`src/verilog/wdr_pkg.sv`:
```
package wdr_pkg;

    // ----------------------------------------------------------------
    // Widths and reset values
    // ----------------------------------------------------------------
    localparam int WDR_CNT_W = 16;
    localparam int WDR_REL_W = 8;
    localparam int WDR_PRE_W = 8;
    localparam logic [1:0] WDR_SEL_DIV2 = 2'h0;
    localparam logic [1:0] WDR_SEL_DIV4 = 2'h1;
    localparam logic [1:0] WDR_SEL_DIV128 = 2'h2;
    localparam logic [1:0] WDR_SEL_DIV256 = 2'h3;
    // Divide by 2 and reload 00h: 65536 * 2 / 100 MHz = 1.31 ms.
    localparam logic [1:0] WDR_SEL_RESET = WDR_SEL_DIV2;
    localparam logic [WDR_REL_W-1:0] WDR_RELOAD_RESET = 8'h00;
    localparam logic [WDR_CNT_W-1:0] WDR_CNT_RESET = 16'h0000;
    localparam logic [WDR_CNT_W-1:0] WDR_CNT_MAX = 16'hFFFF;
    localparam logic [WDR_PRE_W-1:0] WDR_PRE_ZERO = 8'h00;
    localparam logic [WDR_PRE_W-1:0] WDR_PRE_ONE = 8'h01;

    // ----------------------------------------------------------------
    // Types
    // ----------------------------------------------------------------
    typedef enum logic [1:0] {
        WDR_ST_RUN = 2'h0,
        WDR_ST_TRIP = 2'h1,
        WDR_ST_OFF = 2'h2
    } wdr_state_e;

    typedef struct packed {
        logic service;
        logic disable_req;
        logic end_of_init_instruction;
    } wdr_cmd_s;

    typedef struct packed {
        logic wr;
        logic [1:0] presc_sel;
        logic [WDR_REL_W-1:0] wdt_reload_value;
    } wdr_cfg_s;

    // Last prescaler count of a period for a divide selection.
    function automatic logic [WDR_PRE_W-1:0] wdr_presc_term(input logic [1:0] sel);
        case (sel)
            WDR_SEL_DIV2: wdr_presc_term = 8'h01;
            WDR_SEL_DIV4: wdr_presc_term = 8'h03;
            WDR_SEL_DIV128: wdr_presc_term = 8'h7F;
            default: wdr_presc_term = 8'hFF;
        endcase
    endfunction

endpackage

```
`src/verilog/wdr_watchdog_reset_timer.sv`:
```
`timescale 1ns/1ns
module wdr_watchdog_reset_timer (
    input wire logic clk, // System clock, 100 MHz.
    input wire logic resetn, // Synchronous chip reset, active low.
    input wire wdr_pkg::wdr_cmd_s cmd, // One-cycle instruction pulses from the CPU.
    input wire wdr_pkg::wdr_cfg_s cfg, // Prescaler and reload write.
    output logic hw_reset_req, // Internal hardware reset request, level.
    output logic reset_output_pin, // Reset output pin, low means reset.
    output logic wdt_running, // Counter is enabled.
    output logic init_done, // End of initialization has run.
    output logic [wdr_pkg::WDR_CNT_W-1:0] wdt_count // Current counter value.
);
    import wdr_pkg::*;

    // ----------------------------------------------------------------
    // Configuration holding registers
    // ----------------------------------------------------------------
    logic [1:0] presc_sel_q, presc_sel_d;
    logic [WDR_REL_W-1:0] reload_q, reload_d;

    always_comb begin
        presc_sel_d = presc_sel_q;
        reload_d = reload_q;
        if (cfg.wr) begin
            presc_sel_d = cfg.presc_sel;
            reload_d = cfg.wdt_reload_value;
        end
    end

    always_ff @(posedge clk) begin
        if (!resetn) begin
            presc_sel_q <= WDR_SEL_RESET;
            reload_q <= WDR_RELOAD_RESET;
        end else begin
            presc_sel_q <= presc_sel_d;
            reload_q <= reload_d;
        end
    end

    // ----------------------------------------------------------------
    // Prescaler
    // ----------------------------------------------------------------
    wdr_state_e state_q, state_d;
    logic tick;
    logic presc_clr;

    // Service restarts the division so every interval has the same length.
    assign presc_clr = (state_q != WDR_ST_RUN) || cmd.service || cfg.wr;

    wdr_prescaler #(
        .PRE_W(WDR_PRE_W)
    ) u_presc (
        .clk(clk),
        .resetn(resetn),
        .clr(presc_clr),
        .sel(presc_sel_q),
        .tick(tick)
    );

    // ----------------------------------------------------------------
    // Counter and control
    // ----------------------------------------------------------------
    logic [WDR_CNT_W-1:0] cnt_q, cnt_d;
    logic end_of_init_instruction_q, end_of_init_instruction_d;
    logic pin_q, pin_d;
    logic overflow;

    // A service in the same cycle as the final tick still rescues the system.
    assign overflow = (state_q == WDR_ST_RUN) && tick && !cmd.service && (cnt_q == WDR_CNT_MAX);

    always_comb begin
        state_d = state_q;
        cnt_d = cnt_q;
        end_of_init_instruction_d = end_of_init_instruction_q;
        pin_d = pin_q;
        case (state_q)
            WDR_ST_RUN: begin
                if (cmd.disable_req && !end_of_init_instruction_q) begin
                    state_d = WDR_ST_OFF;
                end else if (cmd.service) begin
                    cnt_d = {reload_q, 8'h00};
                end else if (overflow) begin
                    state_d = WDR_ST_TRIP;
                    pin_d = 1'b0;
                end else if (tick) begin
                    cnt_d = cnt_q + WDR_CNT_W'(1);
                end
            end
            WDR_ST_OFF: begin
                if (cmd.service) begin
                    cnt_d = {reload_q, 8'h00};
                end
            end
            WDR_ST_TRIP: begin
                pin_d = 1'b0;
            end
            default: begin
                state_d = WDR_ST_RUN;
            end
        endcase
        if (cmd.end_of_init_instruction && state_d != WDR_ST_TRIP) begin
            end_of_init_instruction_d = 1'b1;
            pin_d = 1'b1;
        end
    end

    always_ff @(posedge clk) begin
        if (!resetn) begin
            state_q <= WDR_ST_RUN;
            cnt_q <= WDR_CNT_RESET;
            end_of_init_instruction_q <= 1'b0;
            pin_q <= 1'b0;
        end else begin
            state_q <= state_d;
            cnt_q <= cnt_d;
            end_of_init_instruction_q <= end_of_init_instruction_d;
            pin_q <= pin_d;
        end
    end

    assign hw_reset_req = (state_q == WDR_ST_TRIP);
    assign reset_output_pin = pin_q;
    assign wdt_running = (state_q == WDR_ST_RUN);
    assign init_done = end_of_init_instruction_q;
    assign wdt_count = cnt_q;
endmodule

```
`src/verilog/wdr_prescaler.sv`:
```
`timescale 1ns/1ns
module wdr_prescaler #(
    parameter int PRE_W = 8
) (
    input wire logic clk, // System clock.
    input wire logic resetn, // Synchronous reset, active low.
    input wire logic clr, // Restart the division period.
    input wire logic [1:0] sel, // Divide selection.
    output logic tick // One-cycle pulse per period.
);
    import wdr_pkg::*;

    logic [PRE_W-1:0] cnt_q, cnt_d;
    logic tick_q, tick_d;
    logic at_term;

    always_comb begin
        at_term = (cnt_q == PRE_W'(wdr_presc_term(sel)));
        tick_d = !clr && at_term;
        if (clr || at_term) begin
            cnt_d = '0;
        end else begin
            cnt_d = cnt_q + PRE_W'(1);
        end
    end

    always_ff @(posedge clk) begin
        if (!resetn) begin
            cnt_q <= '0;
            tick_q <= 1'b0;
        end else begin
            cnt_q <= cnt_d;
            tick_q <= tick_d;
        end
    end

    assign tick = tick_q;
endmodule

```
`config.mk`:
```
export PLATFORM = sky130hd
export DESIGN_NAME = wdr_watchdog_reset_timer
export DESIGN_NICKNAME = d
export VERILOG_FILES = /design/src/verilog/wdr_pkg.sv /design/src/verilog/wdr_watchdog_reset_timer.sv /design/src/verilog/wdr_prescaler.sv
export SDC_FILE = /design/constraint.sdc
export NUM_CORES = 1
export LEC_CHECK = 0
export BUFFER_PORTS_ARGS = -buffer_cell sky130_fd_sc_hd__buf_2
export CORE_MARGIN = 2
export CORE_UTILIZATION = 54
export DETAILED_ROUTE_END_ITERATION = 7
export HOLD_SLACK_MARGIN = 0.02
export PLACE_DENSITY = 0.78
export SETUP_SLACK_MARGIN = 0.5
export SYNTH_ARGS = -nofsm -noshare
export SYNTH_HDL_FRONTEND = slang
export SYNTH_SLANG_ARGS = --single-unit
export TNS_END_PERCENT = 100
```
`constraint.sdc`:
```
create_clock -name clk -period 2.4 [get_ports clk]
set_clock_uncertainty 0.2 [all_clocks]
set_input_delay 0.12 -clock clk [delete_from_list [all_inputs] [get_ports clk]]
set_output_delay 0.12 -clock clk [all_outputs]
set_load 0.05 [all_outputs]
```
# Word level (Yosys, flattened, before mapping)
# Index checks and enable logic that the tools add are counted.
dict set report totals {
  regBits 39
  out_inout_bits 20
  inputBits 16
}
dict set report classes {
  n_eq_ne 14
  muxes 16
  reduce_logical 21
  add_sub_neg 2
  bitwise 1
}
# cell n
set ops {}
lappend ops {{$mux 16} 5}
lappend ops {{$pmux 16 s2} 1}
lappend ops {{$pmux 8 s3} 1}
lappend ops {{$add 16x1->16 const B} 1}
lappend ops {{$eq 16x16->1 const B} 1}
lappend ops {{$ne 3x2->1 const B} 3}
lappend ops {{$add 8x1->8 const B} 1}
lappend ops {{$eq 8x8->1} 1}
lappend ops {{$logic_and 1x1->1} 6}
lappend ops {{$mux 2} 3}
lappend ops {{$reduce_and 5->1} 1}
lappend ops {{$eq 2x1->1 const B} 2}
lappend ops {{$eq 2x2->1 const B} 2}
lappend ops {{$logic_not 2->1} 2}
lappend ops {{$mux 1} 4}
lappend ops {{$ne 2x2->1 const B} 2}
lappend ops {{$pmux 2 s2} 1}
lappend ops {{$reduce_and 4->1} 1}
lappend ops {{$reduce_bool 2->1} 2}
lappend ops {{$reduce_or 2->1} 2}
lappend ops {{$logic_not 1->1} 3}
lappend ops {{$logic_or 1x1->1} 3}
lappend ops {{$ne 3x1->1 const B} 1}
lappend ops {{$ne 3x3->1 const B} 1}
lappend ops {{4 further kinds} 4}

# Logic depth before layout (Yosys ltp)
# Gate-level depths: netlist (run 1).
dict set report depth {
  depth_word 12
  mapped_depth 7
  ltp_nobuf 6
}

# Modules after synthesis
# A second synthesis (run 1) with hierarchy kept.
dict set report unflattened {
  cells_unflattened 224
  area_unflattened_um2 1966.9
}
# mod n_inst area_per_inst_um2 cells_per_inst seq_area_each_um2
set modules_own_cells {}
lappend modules_own_cells {wdr_watchdog_reset_timer 1 1522.7 178 600.6}
lappend modules_own_cells {wdr_prescaler 1 444.2 46 180.2}

# Worst setup path before layout (run 1)
# No wires, ideal clock.
dict set report synth_timing {
  kind {reg2reg}
  start {register cnt_q[0], in the netlist wdt_count[0]}
  end {register end_of_init_instruction_q, in the netlist init_done}
  setup_slack_ps -2
  setup_time_ps 123
  stages_incl_launch_ff 7
  t_arrival_ps 2080
  synth_period_minus_slack_ps 2402
  cell_sequence {dfxtp_1 > ha_1 > and4_4 > nand4_4 > or4_4 > a21oi_2 > o21ai_0}
}
dict set report synth_via {
  elab_chain_cells 8
}
# element line
set synth_rtl {}
lappend synth_rtl {{start: declaration} wdr_watchdog_reset_timer.sv:63} ;# logic [WDR_CNT_W-1:0] cnt_q, cnt_d;
lappend synth_rtl {{start signal: assignment} wdr_watchdog_reset_timer.sv:115} ;# cnt_q <= cnt_d;
lappend synth_rtl {{$eq 16x16->1} wdr_watchdog_reset_timer.sv:69} ;# assign overflow = (state_q == WDR_ST_RUN) && tick && !cmd.service && (cnt_q == WDR_CNT_MAX);
lappend synth_rtl {{$logic_and 1x1->1} wdr_watchdog_reset_timer.sv:69}
lappend synth_rtl {{$mux 2} wdr_watchdog_reset_timer.sv:82} ;# end else if (overflow) begin
lappend synth_rtl {{$mux 2} wdr_watchdog_reset_timer.sv:80} ;# end else if (cmd.service) begin
lappend synth_rtl {{$mux 2} wdr_watchdog_reset_timer.sv:78} ;# if (cmd.disable_req && !end_of_init_instruction_q) begin
lappend synth_rtl {{$pmux 2 s2} wdr_watchdog_reset_timer.sv:76} ;# case (state_q)
lappend synth_rtl {{$ne 2x1->1} wdr_watchdog_reset_timer.sv:101} ;# if (cmd.end_of_init_instruction && state_d != WDR_ST_TRIP) begin
lappend synth_rtl {{$logic_and 1x1->1} wdr_watchdog_reset_timer.sv:101}
lappend synth_rtl {{end signal: assignment} wdr_watchdog_reset_timer.sv:116} ;# end_of_init_instruction_q <= end_of_init_instruction_d;
lappend synth_rtl {{end: declaration} wdr_watchdog_reset_timer.sv:64} ;# logic end_of_init_instruction_q, end_of_init_instruction_d;
# No other way between the ends.
# A chain may end at the register's enable or synchronous reset.

# Worst setup path in the final report (run 1)
dict set report layout_timing {
  start {register cnt_q[0], in the netlist wdt_count[0]}
  end {register state_q[0]}
}
dict set report layout_via {
  elab_chain_cells 6
}
# element line
set layout_rtl {}
lappend layout_rtl {{$eq 16x16->1} wdr_watchdog_reset_timer.sv:69}
lappend layout_rtl {{$logic_and 1x1->1} wdr_watchdog_reset_timer.sv:69}
lappend layout_rtl {{$mux 2} wdr_watchdog_reset_timer.sv:82}
lappend layout_rtl {{$mux 2} wdr_watchdog_reset_timer.sv:80}
lappend layout_rtl {{$mux 2} wdr_watchdog_reset_timer.sv:78}
lappend layout_rtl {{$pmux 2 s2} wdr_watchdog_reset_timer.sv:76}
lappend layout_rtl {{end signal: assignment} wdr_watchdog_reset_timer.sv:114} ;# state_q <= state_d;
lappend layout_rtl {{end: declaration} wdr_watchdog_reset_timer.sv:43} ;# wdr_state_e state_q, state_d;
# No other way between the ends.

==> tab_implementation.tex, run 1 <==
\begin{tabular}{lr}
\hline
Metric & Value \\
\hline
\multicolumn{2}{l}{\textbf{Routing}} \\
\quad Remaining design rule violation count & 0 \\
\quad First-pass iteration count of the detailed router & 4 \\
\quad Wire length reported by the detailed router & 4831 µm \\
\quad Routed wire per std cell & 14.86 µm \\
\quad Via count of the routed design & 1872 \\
\quad DRT iter0 DRCs & 134 \\
\quad Post-detailed-route via-to-cell ratio & 5.760 \\
\quad Residual antenna-violating net count after detailed routing & 0 \\
\multicolumn{2}{l}{\textbf{Status}} \\
\quad Status & completed \\
\multicolumn{2}{l}{\textbf{Setup path}} \\
\quad Slack of the worst reg-to-reg path & 0.46 ns \\
\quad End point of the critical path & state\_q[0] \\
\quad End of the worst register-to-register path & state\_q[0] \\
\quad CP Class & reg -> reg \\
\quad Critical Path Source & wdt\_count[0] \\
\quad Crit. End Element & register \\
\quad Required time at the worst-slack endpoint & 2.50 ns \\
\quad Worst reg2reg startpoint & wdt\_count[0] \\
\quad Worst-case reg-to-reg path depth & 6 \\
\quad Kind of start point of the critical path & register \\
\quad Worst Path Arrival & 2.04 ns \\
\quad Largest driver fanout on the critical path & 4 \\
\multicolumn{2}{l}{\textbf{STA}} \\
\quad Worst hold margin & 0.03474 ns \\
\quad Relative slew slack & 70.86\% \\
\quad Peak clock frequency supported by timing & 516.3 MHz \\
\quad Slew at the pin with the worst max-slew slack & 0.4343 ns \\
\quad Final Max Tran Viols & 0 \\
\quad Share of the clock period used by the worst path & 80.70\% \\
\quad RSZ-0062 raised after global routing & true \\
\quad Number of endpoints with negative hold slack in the final report & 0 \\
\quad Final setup violation count & 0 \\
\quad Final period demand of the worst path & 1.937 ns \\
\quad Setup\_tns & 0 ns \\
\multicolumn{2}{l}{\textbf{Yosys}} \\
\quad EDFF count, synth & 0 \\
\quad Number of warnings issued by yosys & 0 \\
\quad Number of register bits inferred by synthesis & 39 \\
\quad Library cells used by synthesis & 51 \\
\quad Top flip-flop cell by instance count after synthesis & dfxtp\_1 \\
\quad Leading post-synthesis cells by instance count & dfxtp\_1, nor2\_1, a21oi\_1, nand2\_1 \\
\quad Most repeated cell in the gate-level netlist after synthesis & dfxtp\_1 \\
\quad Synth Instances & 219 \\
\quad Post-synthesis net count & 237 \\
\quad Top-area cell type share of the netlist area & 41.24\% \\
\quad Largest area contributor in the synthesized netlist & dfxtp\_1 \\
\quad Async set-reset flop share out of synthesis & 0\% \\
\quad Synthesized area per cell & 8.644 µm² \\
\quad Top area cells in the synthesized netlist & dfxtp\_1, nor2\_1, mux2i\_1 \\
\quad Portion of the post-synthesis area used by sequential elements & 41.24\% \\
\quad Netlist area before placement & 1893 µm² \\
\multicolumn{2}{l}{\textbf{Floorplanning}} \\
\quad Initial Util & 56.29\% \\
\quad Overall die height & 63.21 µm \\
\quad Width of the chip & 63.21 µm \\
\quad Top Ports & 36 \\
\quad Rows & 21 \\
\quad Area of the core region & 3363 µm² \\
\quad Full die area & 3996 µm² \\
\multicolumn{2}{l}{\textbf{CTS}} \\
\quad H-tree levels & 2 \\
\quad Number of clock sinks & 39 \\
\quad Worst-Skew Late Latency & 0.34 ns \\
\quad Clock Tree Buf Depth & 2 \\
\quad Root buffer cell & clkbuf\_4 \\
\quad CTS Buf Count & 5 \\
\quad Clock-pin slew on the worst setup and hold paths & 0.12 ns \\
\quad CTS tree & done \\
\multicolumn{2}{l}{\textbf{Final layout}} \\
\quad Synth-to-Final Area Change & 31.79\% \\
\quad Share of post-route cells with drive strength above 1 & 34.05\% \\
\quad Antenna fix cells & 0 \\
\quad Fillers & 288 \\
\quad Number of nets at the end of the flow & 296 \\
\multicolumn{2}{l}{\textbf{Min path}} \\
\quad Startpoint of the lowest-slack hold path & resetn \\
\quad Class of the worst hold path & in -> reg \\
\multicolumn{2}{l}{\textbf{Global route}} \\
\quad Wire length of the first global-routing pass & 7569 µm \\
\quad Vias in the first global route & 1656 \\
\quad Total grt overflow & 0 \\
\quad Overall global routing resource usage & 23.86\% \\
\quad Initial antenna violation count & 0 \\
\quad Largest net degree at the start of global routing & 23 \\
\multicolumn{2}{l}{\textbf{Place}} \\
\quad Routability congestion estimate & 0.8315 \\
\quad Count of input and output buffers & 35 \\
\quad DP HPWL & 2928 µm \\
\multicolumn{2}{l}{\textbf{Pwr}} \\
\quad Power density of the placed cells & 490.0 nW/µm² \\
\quad Leakage power & 0.001027 µW \\
\quad IR Drop Worst-Case VDD & 0.3638 mV \\
\multicolumn{2}{l}{\textbf{Run}} \\
\quad Total of max-cap violations & 0 \\
\hline
\end{tabular}
flip-flops by register name, summed over array words and instances (netlist names):
register          flops
wdt_count            16
reset_output_pin      1
reload_q              8
u_presc.tick          1
u_presc.cnt_q         8
presc_sel_q           2
state_q               2
init_done             1
report_power, final:
part	switching, µW	internal, µW
clock network	217	114
registers	22.7	667
logic	121	80.1
total	361	862
placed cells by master (no fill, tap or decap), types with 4 or more instances in the layout:
| cell | instances |
|---|---|
| a21oi_1 | 17 |
| mux2i_1 | 10 |
| clkbuf_4 | 5 |
| buf_2 | 35 |
| nor2_1 | 30 |
| xor2_1 | 5 |
| inv_1 | 4 |
| nand2_1 | 18 |
| dfxtp_1 | 22 |
| buf_4 | 13 |
| o21ai_0 | 4 |
| nand3_1 | 9 |
| nor3_1 | 6 |
| o211ai_1 | 5 |
| dlygate4sd3_1 | 13 |
| nand4_1 | 4 |
| o32ai_1 | 4 |
| dfxtp_2 | 15 |
worst max-delay path, stage by stage, from the launching register on:
cell     delay, ns
dfxtp_4       0.39
ha_4          0.13
and4_4        0.22
nand4_4       0.11
or4_4         0.56
a21oi_4       0.15
and2_1        0.13
metrics by stage:
step	utilization (%)	instances	total power, µW	setup WS [ns]	cell area, µm²
finish	74.18	325	1223	0.4632	2495
global route	74.18	325	1273	0.4006	2495
CTS	71.95	322	1214	0.4837	2420
detailed placement	63.84	294	867.7	0.3845	2147
global placement	63.84	294	864.8	0.4186	2147
floorplan	-	219	822.1	0.3694	1931
routing by layer:
| layer | GRT usage [%] | share of wire (%) | wire length, µm | vias to the layer above |
|---|---|---|---|---|
| met5 | 0 | 0 | 0 | - |
| met2 | 41.22 | 50 | 2421 | 49 |
| met4 | 8.696 | 1.1 | 54 | 0 |
| met1 | 29.73 | 44 | 2138 | 894 |
| met3 | 4.286 | 4.5 | 216 | 5 |
| li1 | - | - | - | 924 |
how the worst min path moves through the flow:
stage / endpoint / cells past startpoint / slack (ns)
2_1_floorplan: init_done / 2 / 0.06
3_3_place_gp: presc_sel_q[0] / 3 / 0.15
3_5_place_dp: reload_q[4] / 3 / 0.16
4_1_cts: wdt_count[1] / 3 / 0.02
5_1_grt: reload_q[1] / 3 / 0.05
6_report: wdt_count[1] / 3 / 0.03
what timing repair did:
action | CTS | global route
hold endpoints to repair | 15 | 0
pin swaps | 6 | 3
hold buffers | 13 | 0
buffers inserted | 7 | 3
resized for setup | 10 | 10
setup endpoints to repair | 25 | 20
kinds of logic (layout without fill, tap and decap cells):
group / after synthesis / count (layout) / synth area share (%)
buffers and inverters: 16 / 76 / 3.701
multiplexers: 10 / 10 / 5.288
flip-flops: 39 / 39 / 41.24
AND/OR/NAND/NOR: 94 / 94 / 26.90
AO/OA/AOI/OAI: 52 / 52 / 18.77
XOR/XNOR: 6 / 6 / 2.776
adder cells (fa/ha/maj): 2 / 2 / 1.322
layout make-up:
cell class	instances	area, µm²	share of cell area [%]
clock buffer	7	45.04	1.805
clock inverter	1	5.005	0.2006
inverter	5	18.77	0.7523
multi-input combinational	164	1136	45.54
sequential	39	807.0	32.35
tap	46	57.56	2.307
timing repair buffer	63	425.4	17.05
(Power assumes the default switching activity.)
==> inputs of run 2 (changes only) <==
==> constraint.sdc (replaced) <==
create_clock -name clk -period 1.95 [get_ports clk]
set_clock_uncertainty 0.2 [all_clocks]
set_input_delay 0.0975 -clock clk [delete_from_list [all_inputs] [get_ports clk]]
set_output_delay 0.0975 -clock clk [all_outputs]
set_load 0.05 [all_outputs]
==> run 2 against run 1 <==
Net effect:
- maximum frequency rose by 1.6%
- global-route usage rose by 0.49 points
- register-to-register slack got worse by 0.42 ns
- sequential power rose by 22%
- wire length rose by 0.29%
- setup slack got worse by 0.42 ns
- clock-buffer cell count fell by 2
- critical path depth did not move
- design area rose by 6.8%
- die area did not move
- hold slack got worse by 0.096 ns
- the flow now finishes with violations (hold timing)
- non-clock buffer count rose by 9
==> tab_implementation.tex, run 2 (synthesis results as in run 1) <==
\begin{tabular}{lr}
\hline
Metric & Value \\
\hline
\multicolumn{2}{l}{\textbf{Status}} \\
\quad Status & finished with violations \\
\quad Failing checks & hold timing \\
\multicolumn{2}{l}{\textbf{Pwr}} \\
\quad Relative contribution of sequential cells to total power & 55.0\% (-1.4 points) \\
\quad Power density of the placed cells & 575.9 nW/µm² (+18\%) \\
\quad IR Drop Worst-Case VDD & 0.6999 mV (+92\%) \\
\quad Leakage power & 0.001114 µW (+8.5\%) \\
\quad Switching power total & 458.5 µW (+27\%) \\
\quad Net Sw Frac & 29.89\% (+0.38 points) \\
\quad Clock Power Share & 26.3\% (-0.8 points) \\
\quad Combinational Power Share & 18.7\% (+2.2 points) \\
\quad Internal power of the cells & 1076 µW (+25\%) \\
\multicolumn{2}{l}{\textbf{Setup path}} \\
\quad Worst Path Arrival & 1.98 ns (-0.06 ns) \\
\quad CP Class & reg -> reg \\
\quad Required time at the worst-slack endpoint & 2.03 ns (-0.47 ns) \\
\quad Largest driver fanout on the critical path & 3 (-1) \\
\quad Worst-case reg-to-reg path depth & 6 (unchanged) \\
\quad Crit. End Element & register \\
\quad Slack of the worst reg-to-reg path & 0.04 ns (-0.42 ns) \\
\quad End of the worst register-to-register path & state\_q[0] \\
\quad Worst reg2reg startpoint & wdt\_count[0] \\
\quad Kind of start point of the critical path & register \\
\multicolumn{2}{l}{\textbf{Global route}} \\
\quad Vias in the first global route & 1782 (+7.6\%) \\
\quad Overall global routing resource usage & 24.36\% (+0.49 points) \\
\quad Largest net degree at the start of global routing & 20 (-13\%) \\
\quad Initial antenna violation count & 0 (unchanged) \\
\quad Total grt overflow & 0 (unchanged) \\
\quad Wire length of the first global-routing pass & 7900 µm (+4.4\%) \\
\multicolumn{2}{l}{\textbf{CTS}} \\
\quad CTS tree & done \\
\quad Number of clock sinks & 39 (unchanged) \\
\quad Clock Tree Buf Depth & 2 (unchanged) \\
\quad Root buffer cell & clkbuf\_4 \\
\quad H-tree levels & 2 (unchanged) \\
\quad Clock-pin slew on the worst setup and hold paths & 0.13 ns (about the same) \\
\quad Number of hold buffers added after CTS & 18 (+5) \\
\quad CTS Buf Count & 5 (unchanged) \\
\quad Worst-Skew Late Latency & 0.34 ns (about the same) \\
\multicolumn{2}{l}{\textbf{Floorplanning}} \\
\quad Overall die height & 63.21 µm (unchanged) \\
\quad Rows & 21 (unchanged) \\
\quad Top Ports & 36 (unchanged) \\
\quad Full die area & 3996 µm² (unchanged) \\
\quad Area of the core region & 3363 µm² (unchanged) \\
\quad Initial Util & 56.29\% (unchanged) \\
\quad Width of the chip & 63.21 µm (unchanged) \\
\multicolumn{2}{l}{\textbf{STA}} \\
\quad Relative slew slack & 79.61\% (+8.7 points) \\
\quad Peak clock frequency supported by timing & 524.7 MHz (+1.6\%) \\
\quad Final setup violation count & 0 (unchanged) \\
\quad Number of endpoints with negative hold slack in the final report & 8 (+8) \\
\quad Worst hold margin & -0.06105 ns (-0.09579 ns) \\
\quad Setup WS post-layout & 0.04429 ns (-0.4189 ns) \\
\quad RSZ-0062 raised after global routing & true \\
\quad Slew at the pin with the worst max-slew slack & 0.3035 ns (-0.1308 ns) \\
\quad Final Max Tran Viols & 0 (unchanged) \\
\quad Share of the clock period used by the worst path & 97.73\% (+17 points) \\
\quad Final period demand of the worst path & 1.906 ns (-0.03112 ns) \\
\multicolumn{2}{l}{\textbf{Routing}} \\
\quad Wire length reported by the detailed router & 4845 µm (+0.29\%) \\
\quad Residual antenna-violating net count after detailed routing & 0 (unchanged) \\
\quad DRT iter0 DRCs & 119 (-11\%) \\
\quad First-pass iteration count of the detailed router & 4 (unchanged) \\
\quad Routed wire per std cell & 14.51 µm (-2.4\%) \\
\quad Post-detailed-route via-to-cell ratio & 5.749 (-0.20\%) \\
\quad Remaining design rule violation count & 0 (unchanged) \\
\quad Via count of the routed design & 1920 (+2.6\%) \\
\multicolumn{2}{l}{\textbf{Final layout}} \\
\quad Flip-flop and latch area & 812.0 µm² (+0.62\%) \\
\quad Fillers & 239 (-17\%) \\
\quad Share of post-route cells with drive strength above 1 & 41.32\% (+7.3 points) \\
\quad Number of nets at the end of the flow & 305 (+3.0\%) \\
\quad Utilization after layout & 79.20\% (+5.0 points) \\
\quad Largest register FFs & 16 (unchanged) \\
\quad Area taken by multi-input logic gates & 1194 µm² (+5.1\%) \\
\quad Most common cell after layout, fill and taps aside & buf\_2 \\
\quad Count of placed standard cells in the final layout, fillers left out & 334 (+2.8\%) \\
\quad Most frequent cells in the layout & buf\_2, nor2\_1, dfxtp\_1, nand2\_1, buf\_4 \\
\quad Antenna fix cells & 0 (unchanged) \\
\quad Synth-to-Final Area Change & 40.71\% \\
\multicolumn{2}{l}{\textbf{Min path}} \\
\quad Hold Path Sink & wdt\_count[5] \\
\quad Class of the worst hold path & in -> reg \\
\quad Hold-critical path depth & 4 (+1) \\
\quad Startpoint of the lowest-slack hold path & resetn \\
\multicolumn{2}{l}{\textbf{Place}} \\
\quad Count of input and output buffers & 35 (unchanged) \\
\quad Placement Setup Slack & -0.01839 ns (-0.4029 ns) \\
\quad Routability congestion estimate & 0.7924 (-4.7\%) \\
\quad DP HPWL & 3013 µm (+2.9\%) \\
\quad Placed Cells incl. Taps & 307 (+4.4\%) \\
\multicolumn{2}{l}{\textbf{Run}} \\
\quad Total of max-cap violations & 0 (unchanged) \\
\hline
\end{tabular}
[run 2: worst max-delay path, stage by stage, from the launching register on]
cell and delay [ns]:
dfxtp_4 0.37, ha_4 0.13, and4_4 0.22, nand4_4 0.09, or4_4 0.54, a21oi_4 0.15, and2_1 0.14
[run 2: cell type report]
type | instances | area share (%)
Clock buffer | 5 | 1.409
Clock inverter | 3 | 0.5636
Inverter | 5 | 0.8455
Multi-Input combinational cell | 164 | 44.81
Sequential cell | 39 | 30.48
Tap cell | 46 | 2.161
Timing Repair Buffer | 72 | 19.73
[run 2: power groups by stage]
| stage | Clock, µW | Sequential [µW] | Combinational [µW] |
|---|---|---|---|
| finish | 403 | 843 | 288 |
| global placement | 0 | 859 | 222 |
| global route | 442 | 848 | 310 |
| detailed placement | 0 | 860 | 225 |
| floorplan | 0 | 891 | 122 |
| CTS | 415 | 843 | 271 |
[run 2: layer usage]
metal / up-vias / track usage, % / part of all wire, % / wire length (µm)
met3: 10 / 3.393 / 3.9 / 189
met4: 0 / 8.152 / 2.1 / 101
met1: 909 / 30.16 / 45 / 2169
met2: 60 / 43.35 / 49 / 2384
met5: - / 0 / 0 / 0
li1: 941 / - / - / -
[run 2: how the worst max path moves through the flow]
stage,end,startpoint,cells past startpoint,slack (ns)
6_report,state_q[0],wdt_count[0],6,0.04
5_1_grt,wdt_count[5],wdt_count[0],8,-0.03
4_1_cts,state_q[0],wdt_count[0],6,0.01
3_5_place_dp,init_done,wdt_count[1],6,-0.02
3_3_place_gp,init_done,wdt_count[1],6,0.04
2_1_floorplan,init_done,wdt_count[1],6,-0.08
[run 2: per-stage QoR]
| stage | instance area, µm² | TNS, ns | power [µW] | hold slack (ns) |
|---|---|---|---|---|
| after detailed placement | 2250 | -0.01839 | 1085 | 0.1424 |
| after global routing | 2664 | -0.1037 | 1600 | -0.02901 |
| after floorplan | 1936 | -0.2350 | 1013 | 0.03743 |
| after global placement | 2250 | 0 | 1081 | 0.1315 |
| after CTS | 2592 | 0 | 1529 | -0.03682 |
| final | 2664 | 0 | 1534 | -0.06105 |
[run 2: what timing repair did]
action | 4_1_cts | 5_1_grt
gates cloned | 1 | 0
hold endpoints to repair | 20 | 5
setup endpoints to repair | 29 | 34
buffers inserted | 4 | 0
pin swaps | 8 | 21
resized for setup | 18 | 30
==> inputs of run 3 (changes only) <==
--- a/config.mk
+++ b/config.mk
@@ -7,10 +7,12 @@
 export LEC_CHECK = 0
 export BUFFER_PORTS_ARGS = -buffer_cell sky130_fd_sc_hd__buf_2
 export CORE_MARGIN = 2
-export CORE_UTILIZATION = 54
+export CORE_UTILIZATION = 57
+export CTS_BUF_LIST = sky130_fd_sc_hd__clkbuf_4
+export CTS_CLUSTER_DIAMETER = 120
 export DETAILED_ROUTE_END_ITERATION = 7
 export HOLD_SLACK_MARGIN = 0.02
-export PLACE_DENSITY = 0.78
+export PLACE_DENSITY = 0.82
 export SETUP_SLACK_MARGIN = 0.5
 export SYNTH_ARGS = -nofsm -noshare
 export SYNTH_HDL_FRONTEND = slang
==> run 3 against run 2 <==
Net effect:
- highest routed layer unchanged
- sequential share of layout area decreased by 2.4 points
- design area rose by 8.6%
- non-clock buffer count is 15 higher
- die area is 4.9% lower
- power grew 24%
- sequential cell count unchanged
- register-to-register slack got worse by 0.12 ns
- the flow finishes with violations (hold timing, setup timing)
- global-route usage grew 8.5 points
==> tab_implementation.tex, run 3 (synthesis results as in run 1) <==
\begin{tabular}{lr}
\hline
Metric & Value \\
\hline
\multicolumn{2}{l}{\textbf{STA}} \\
\quad Final setup violation count & 13 (+13) \\
\quad Setup WS post-layout & -0.07402 ns (-0.1183 ns) \\
\quad Peak clock frequency supported by timing & 494.1 MHz (-5.8\%) \\
\quad Relative slew slack & 76.72\% (-2.9 points) \\
\quad Final period demand of the worst path & 2.024 ns (+0.1183 ns) \\
\quad Number of endpoints with negative hold slack in the final report & 4 (-4) \\
\quad Share of the clock period used by the worst path & 103.8\% (+6.1 points) \\
\quad Worst hold margin & -0.03403 ns (+0.02702 ns) \\
\quad RSZ-0062 raised after global routing & true \\
\quad Final Max Tran Viols & 0 (unchanged) \\
\quad Slew at the pin with the worst max-slew slack & 0.3492 ns (+0.04566 ns) \\
\multicolumn{2}{l}{\textbf{Routing}} \\
\quad Residual antenna-violating net count after detailed routing & 0 (unchanged) \\
\quad Via count of the routed design & 2215 (+15\%) \\
\quad Routed wire per std cell & 20.86 µm (+44\%) \\
\quad DRT iter0 DRCs & 300 (+150\%) \\
\quad Post-detailed-route via-to-cell ratio & 6.383 (+11\%) \\
\quad First-pass iteration count of the detailed router & 5 (+1) \\
\quad Remaining design rule violation count & 0 (unchanged) \\
\quad Wire length reported by the detailed router & 7239 µm (+49\%) \\
\multicolumn{2}{l}{\textbf{Pwr}} \\
\quad Internal power of the cells & 1390 µW (+29\%) \\
\quad Clock Power Share & 36.8\% (+10 points) \\
\quad Net Sw Frac & 27.00\% (-2.9 points) \\
\quad IR Drop Worst-Case VDD & 0.5126 mV (-27\%) \\
\quad Power density of the placed cells & 658.3 nW/µm² (+14\%) \\
\quad Combinational Power Share & 18.6\% (about the same) \\
\quad Relative contribution of sequential cells to total power & 44.6\% (-10 points) \\
\quad Switching power total & 514.1 µW (+12\%) \\
\quad Leakage power & 0.001211 µW (+8.7\%) \\
\multicolumn{2}{l}{\textbf{CTS}} \\
\quad CTS Buf Count & 5 (unchanged) \\
\quad H-tree levels & 2 (unchanged) \\
\quad CTS tree & done \\
\quad Number of hold buffers added after CTS & 22 (+4) \\
\quad Number of clock sinks & 39 (unchanged) \\
\quad Root buffer cell & clkbuf\_4 \\
\quad Worst-Skew Late Latency & 0.36 ns (+0.02 ns) \\
\quad Clock-pin slew on the worst setup and hold paths & 0.12 ns (about the same) \\
\quad Clock Tree Buf Depth & 2 (unchanged) \\
\multicolumn{2}{l}{\textbf{Place}} \\
\quad Count of input and output buffers & 35 (unchanged) \\
\quad DP HPWL & 3188 µm (+5.8\%) \\
\quad Post-placement cell area & 2240 µm² (-0.44\%) \\
\quad Routability congestion estimate & 0.8372 (+5.7\%) \\
\quad Placement Setup Slack & -0.02354 ns (-0.005146 ns) \\
\quad Placed Cells incl. Taps & 304 (-0.98\%) \\
\multicolumn{2}{l}{\textbf{Final layout}} \\
\quad Most frequent cells in the layout & buf\_2, nor2\_1, buf\_4, dlygate4sd3\_1, dfxtp\_1 \\
\quad Antenna fix cells & 0 (unchanged) \\
\quad Synth-to-Final Area Change & 52.81\% \\
\quad Count of placed standard cells in the final layout, fillers left out & 347 (+3.9\%) \\
\quad Largest register FFs & 16 (unchanged) \\
\quad Share of post-route cells with drive strength above 1 & 42.57\% (+1.3 points) \\
\quad Most common cell after layout, fill and taps aside & buf\_2 \\
\quad Layout Cell Area excl Fill & 2893 µm² (+8.6\%) \\
\quad Number of nets at the end of the flow & 320 (+4.9\%) \\
\quad Fillers & 109 (-54\%) \\
\multicolumn{2}{l}{\textbf{Global route}} \\
\quad Largest net degree at the start of global routing & 20 (unchanged) \\
\quad Vias in the first global route & 1943 (+9.0\%) \\
\quad Wire length of the first global-routing pass & 8914 µm (+13\%) \\
\quad Initial antenna violation count & 0 (unchanged) \\
\quad Overall global routing resource usage & 32.90\% (+8.5 points) \\
\quad Met3 usage & 9.034\% (+5.6 points) \\
\quad Met2 demand-to-capacity share in global routing & 55.79\% (+12 points) \\
\quad Most used routing layer & met2 \\
\quad Total grt overflow & 0 (unchanged) \\
\quad GR Layer Usage met1 & 38.03\% (+7.9 points) \\
\multicolumn{2}{l}{\textbf{Setup path}} \\
\quad Largest driver fanout on the critical path & 4 (+1) \\
\quad Cell with the largest stage delay on the worst path & dfxtp\_4 \\
\quad Cells along the critical path & ha\_4 > and4\_4 > buf\_4 > buf\_4 > nand2\_1 > nor3\_1 > a21oi\_1 > o32ai\_2 \\
\quad End point of the critical path & wdt\_count[8] \\
\quad Worst-case reg-to-reg path depth & 8 (+2) \\
\quad Number of logic stages on the critical path including buffering & 8 (+2) \\
\quad Crit. End Element & register \\
\quad Critical Path Source & wdt\_count[0] \\
\quad End of the worst register-to-register path & wdt\_count[8] \\
\quad Worst Path Arrival & 2.10 ns (+0.12 ns) \\
\quad Kind of cell adding the most delay to the critical path & simple AND/OR/NAND/NOR gates \\
\quad Crit path buf inv count & 2 (+2) \\
\quad Max incr delay on CP & 0.38 ns (-0.16 ns) \\
\quad Slack of the worst reg-to-reg path & -0.07 ns (-0.12 ns) \\
\quad CP most frequent cell & buf\_4 \\
\quad Required time at the worst-slack endpoint & 2.03 ns (about the same) \\
\quad Kind of start point of the critical path & register \\
\quad Worst reg2reg startpoint & wdt\_count[0] \\
\quad CP Class & reg -> reg \\
\multicolumn{2}{l}{\textbf{Floorplanning}} \\
\quad Top Ports & 36 (unchanged) \\
\quad Width of the chip & 61.63 µm (-2.5\%) \\
\quad Initial Util & 61.01\% (+4.7 points) \\
\quad Area of the core region & 3103 µm² (-7.7\%) \\
\quad Overall die height & 61.63 µm (-2.5\%) \\
\quad Full die area & 3798 µm² (-4.9\%) \\
\quad Rows & 20 (-4.8\%) \\
\multicolumn{2}{l}{\textbf{Run}} \\
\quad Total of max-cap violations & 0 (unchanged) \\
\multicolumn{2}{l}{\textbf{Min path}} \\
\quad Startpoint of the lowest-slack hold path & cmd[2] \\
\quad Class of the worst hold path & in -> reg \\
\multicolumn{2}{l}{\textbf{Status}} \\
\quad Failing checks & hold timing, setup timing \\
\quad Status & finished with violations \\
\hline
\end{tabular}
-- run 3: cell types whose count changed in the layout (fill, tap and decap cells not counted), sizes merged, moves of 2 or more --
cell / previous run / this run
clkinv: 4 / 0
bufinv: 0 / 2
dlygate4sd3: 13 / 20
inv: 3 / 5
clkbuf: 5 / 9
buf: 58 / 62
-- run 3: per-stage QoR --
step	power [µW]	util (%)	hold slack, ns	TNS, ns
4_1_cts	1827	87.62	-0.06099	-0.02315
3_5_place_dp	1087	72.18	0.1438	-0.02354
6_report	1904	93.23	-0.03403	-0.4381
5_1_grt	1946	93.23	-0.02416	-1.534
2_1_floorplan	1013	-	0.03743	-0.2350
3_3_place_gp	1081	72.18	0.1305	0
-- run 3: layout make-up --
type                    count  area [µm²]  share of cell area (%)
inverters                   5       18.77                  0.6488
clock inverters             2       60.06                   2.076
clock buffers               6       45.04                   1.557
multi-input cells         164        1200                   41.48
well taps                  44       55.05                   1.903
repair buffers             87       700.7                   24.22
flip-flops and latches     39       813.3                   28.11
-- run 3: worst reg2reg max path, stage by stage (launching register included) --
cell and delay, ns:
dfxtp_4 0.38, ha_4 0.14, and4_4 0.23, buf_4 0.12
buf_4 0.14, nand2_1 0.08, nor3_1 0.30, a21oi_1 0.15
o32ai_2 0.22
-- run 3: worst min-delay path by stage --
stage | end | slack, ns | cells past startpoint
after CTS | u_presc.cnt_q[0] | -0.06 | 4
after detailed placement | reload_q[7] | 0.14 | 3
after global routing | u_presc.cnt_q[0] | -0.02 | 4
after floorplan | init_done | 0.04 | 2
after global placement | reload_q[2] | 0.13 | 3
final | u_presc.tick | -0.03 | 4
-- run 3: repair_timing --
item,CTS,global route
gates cloned,0,1
pin swaps,21,12
endpoints found under the hold margin,25,5
buffers inserted,4,8
gates resized for setup,29,31
endpoints found under the setup margin,29,36
-- run 3: metal layers --
metal,share of wire (%),up-vias,wire (µm)
li1,-,969,-
met4,5.4,0,392
met2,50,156,3648
met1,36,1046,2613
met3,8.1,44,585
met5,0,-,0
-- run 3: power groups by stage --
stage                     Clock (µW)  Sequential (µW)  Combinational [µW]
after floorplan                    0              891                 122
after global placement             0              858                 223
after detailed placement           0              860                 227
after CTS                        694              843                 290
after global routing             726              850                 370
final                            701              849                 355
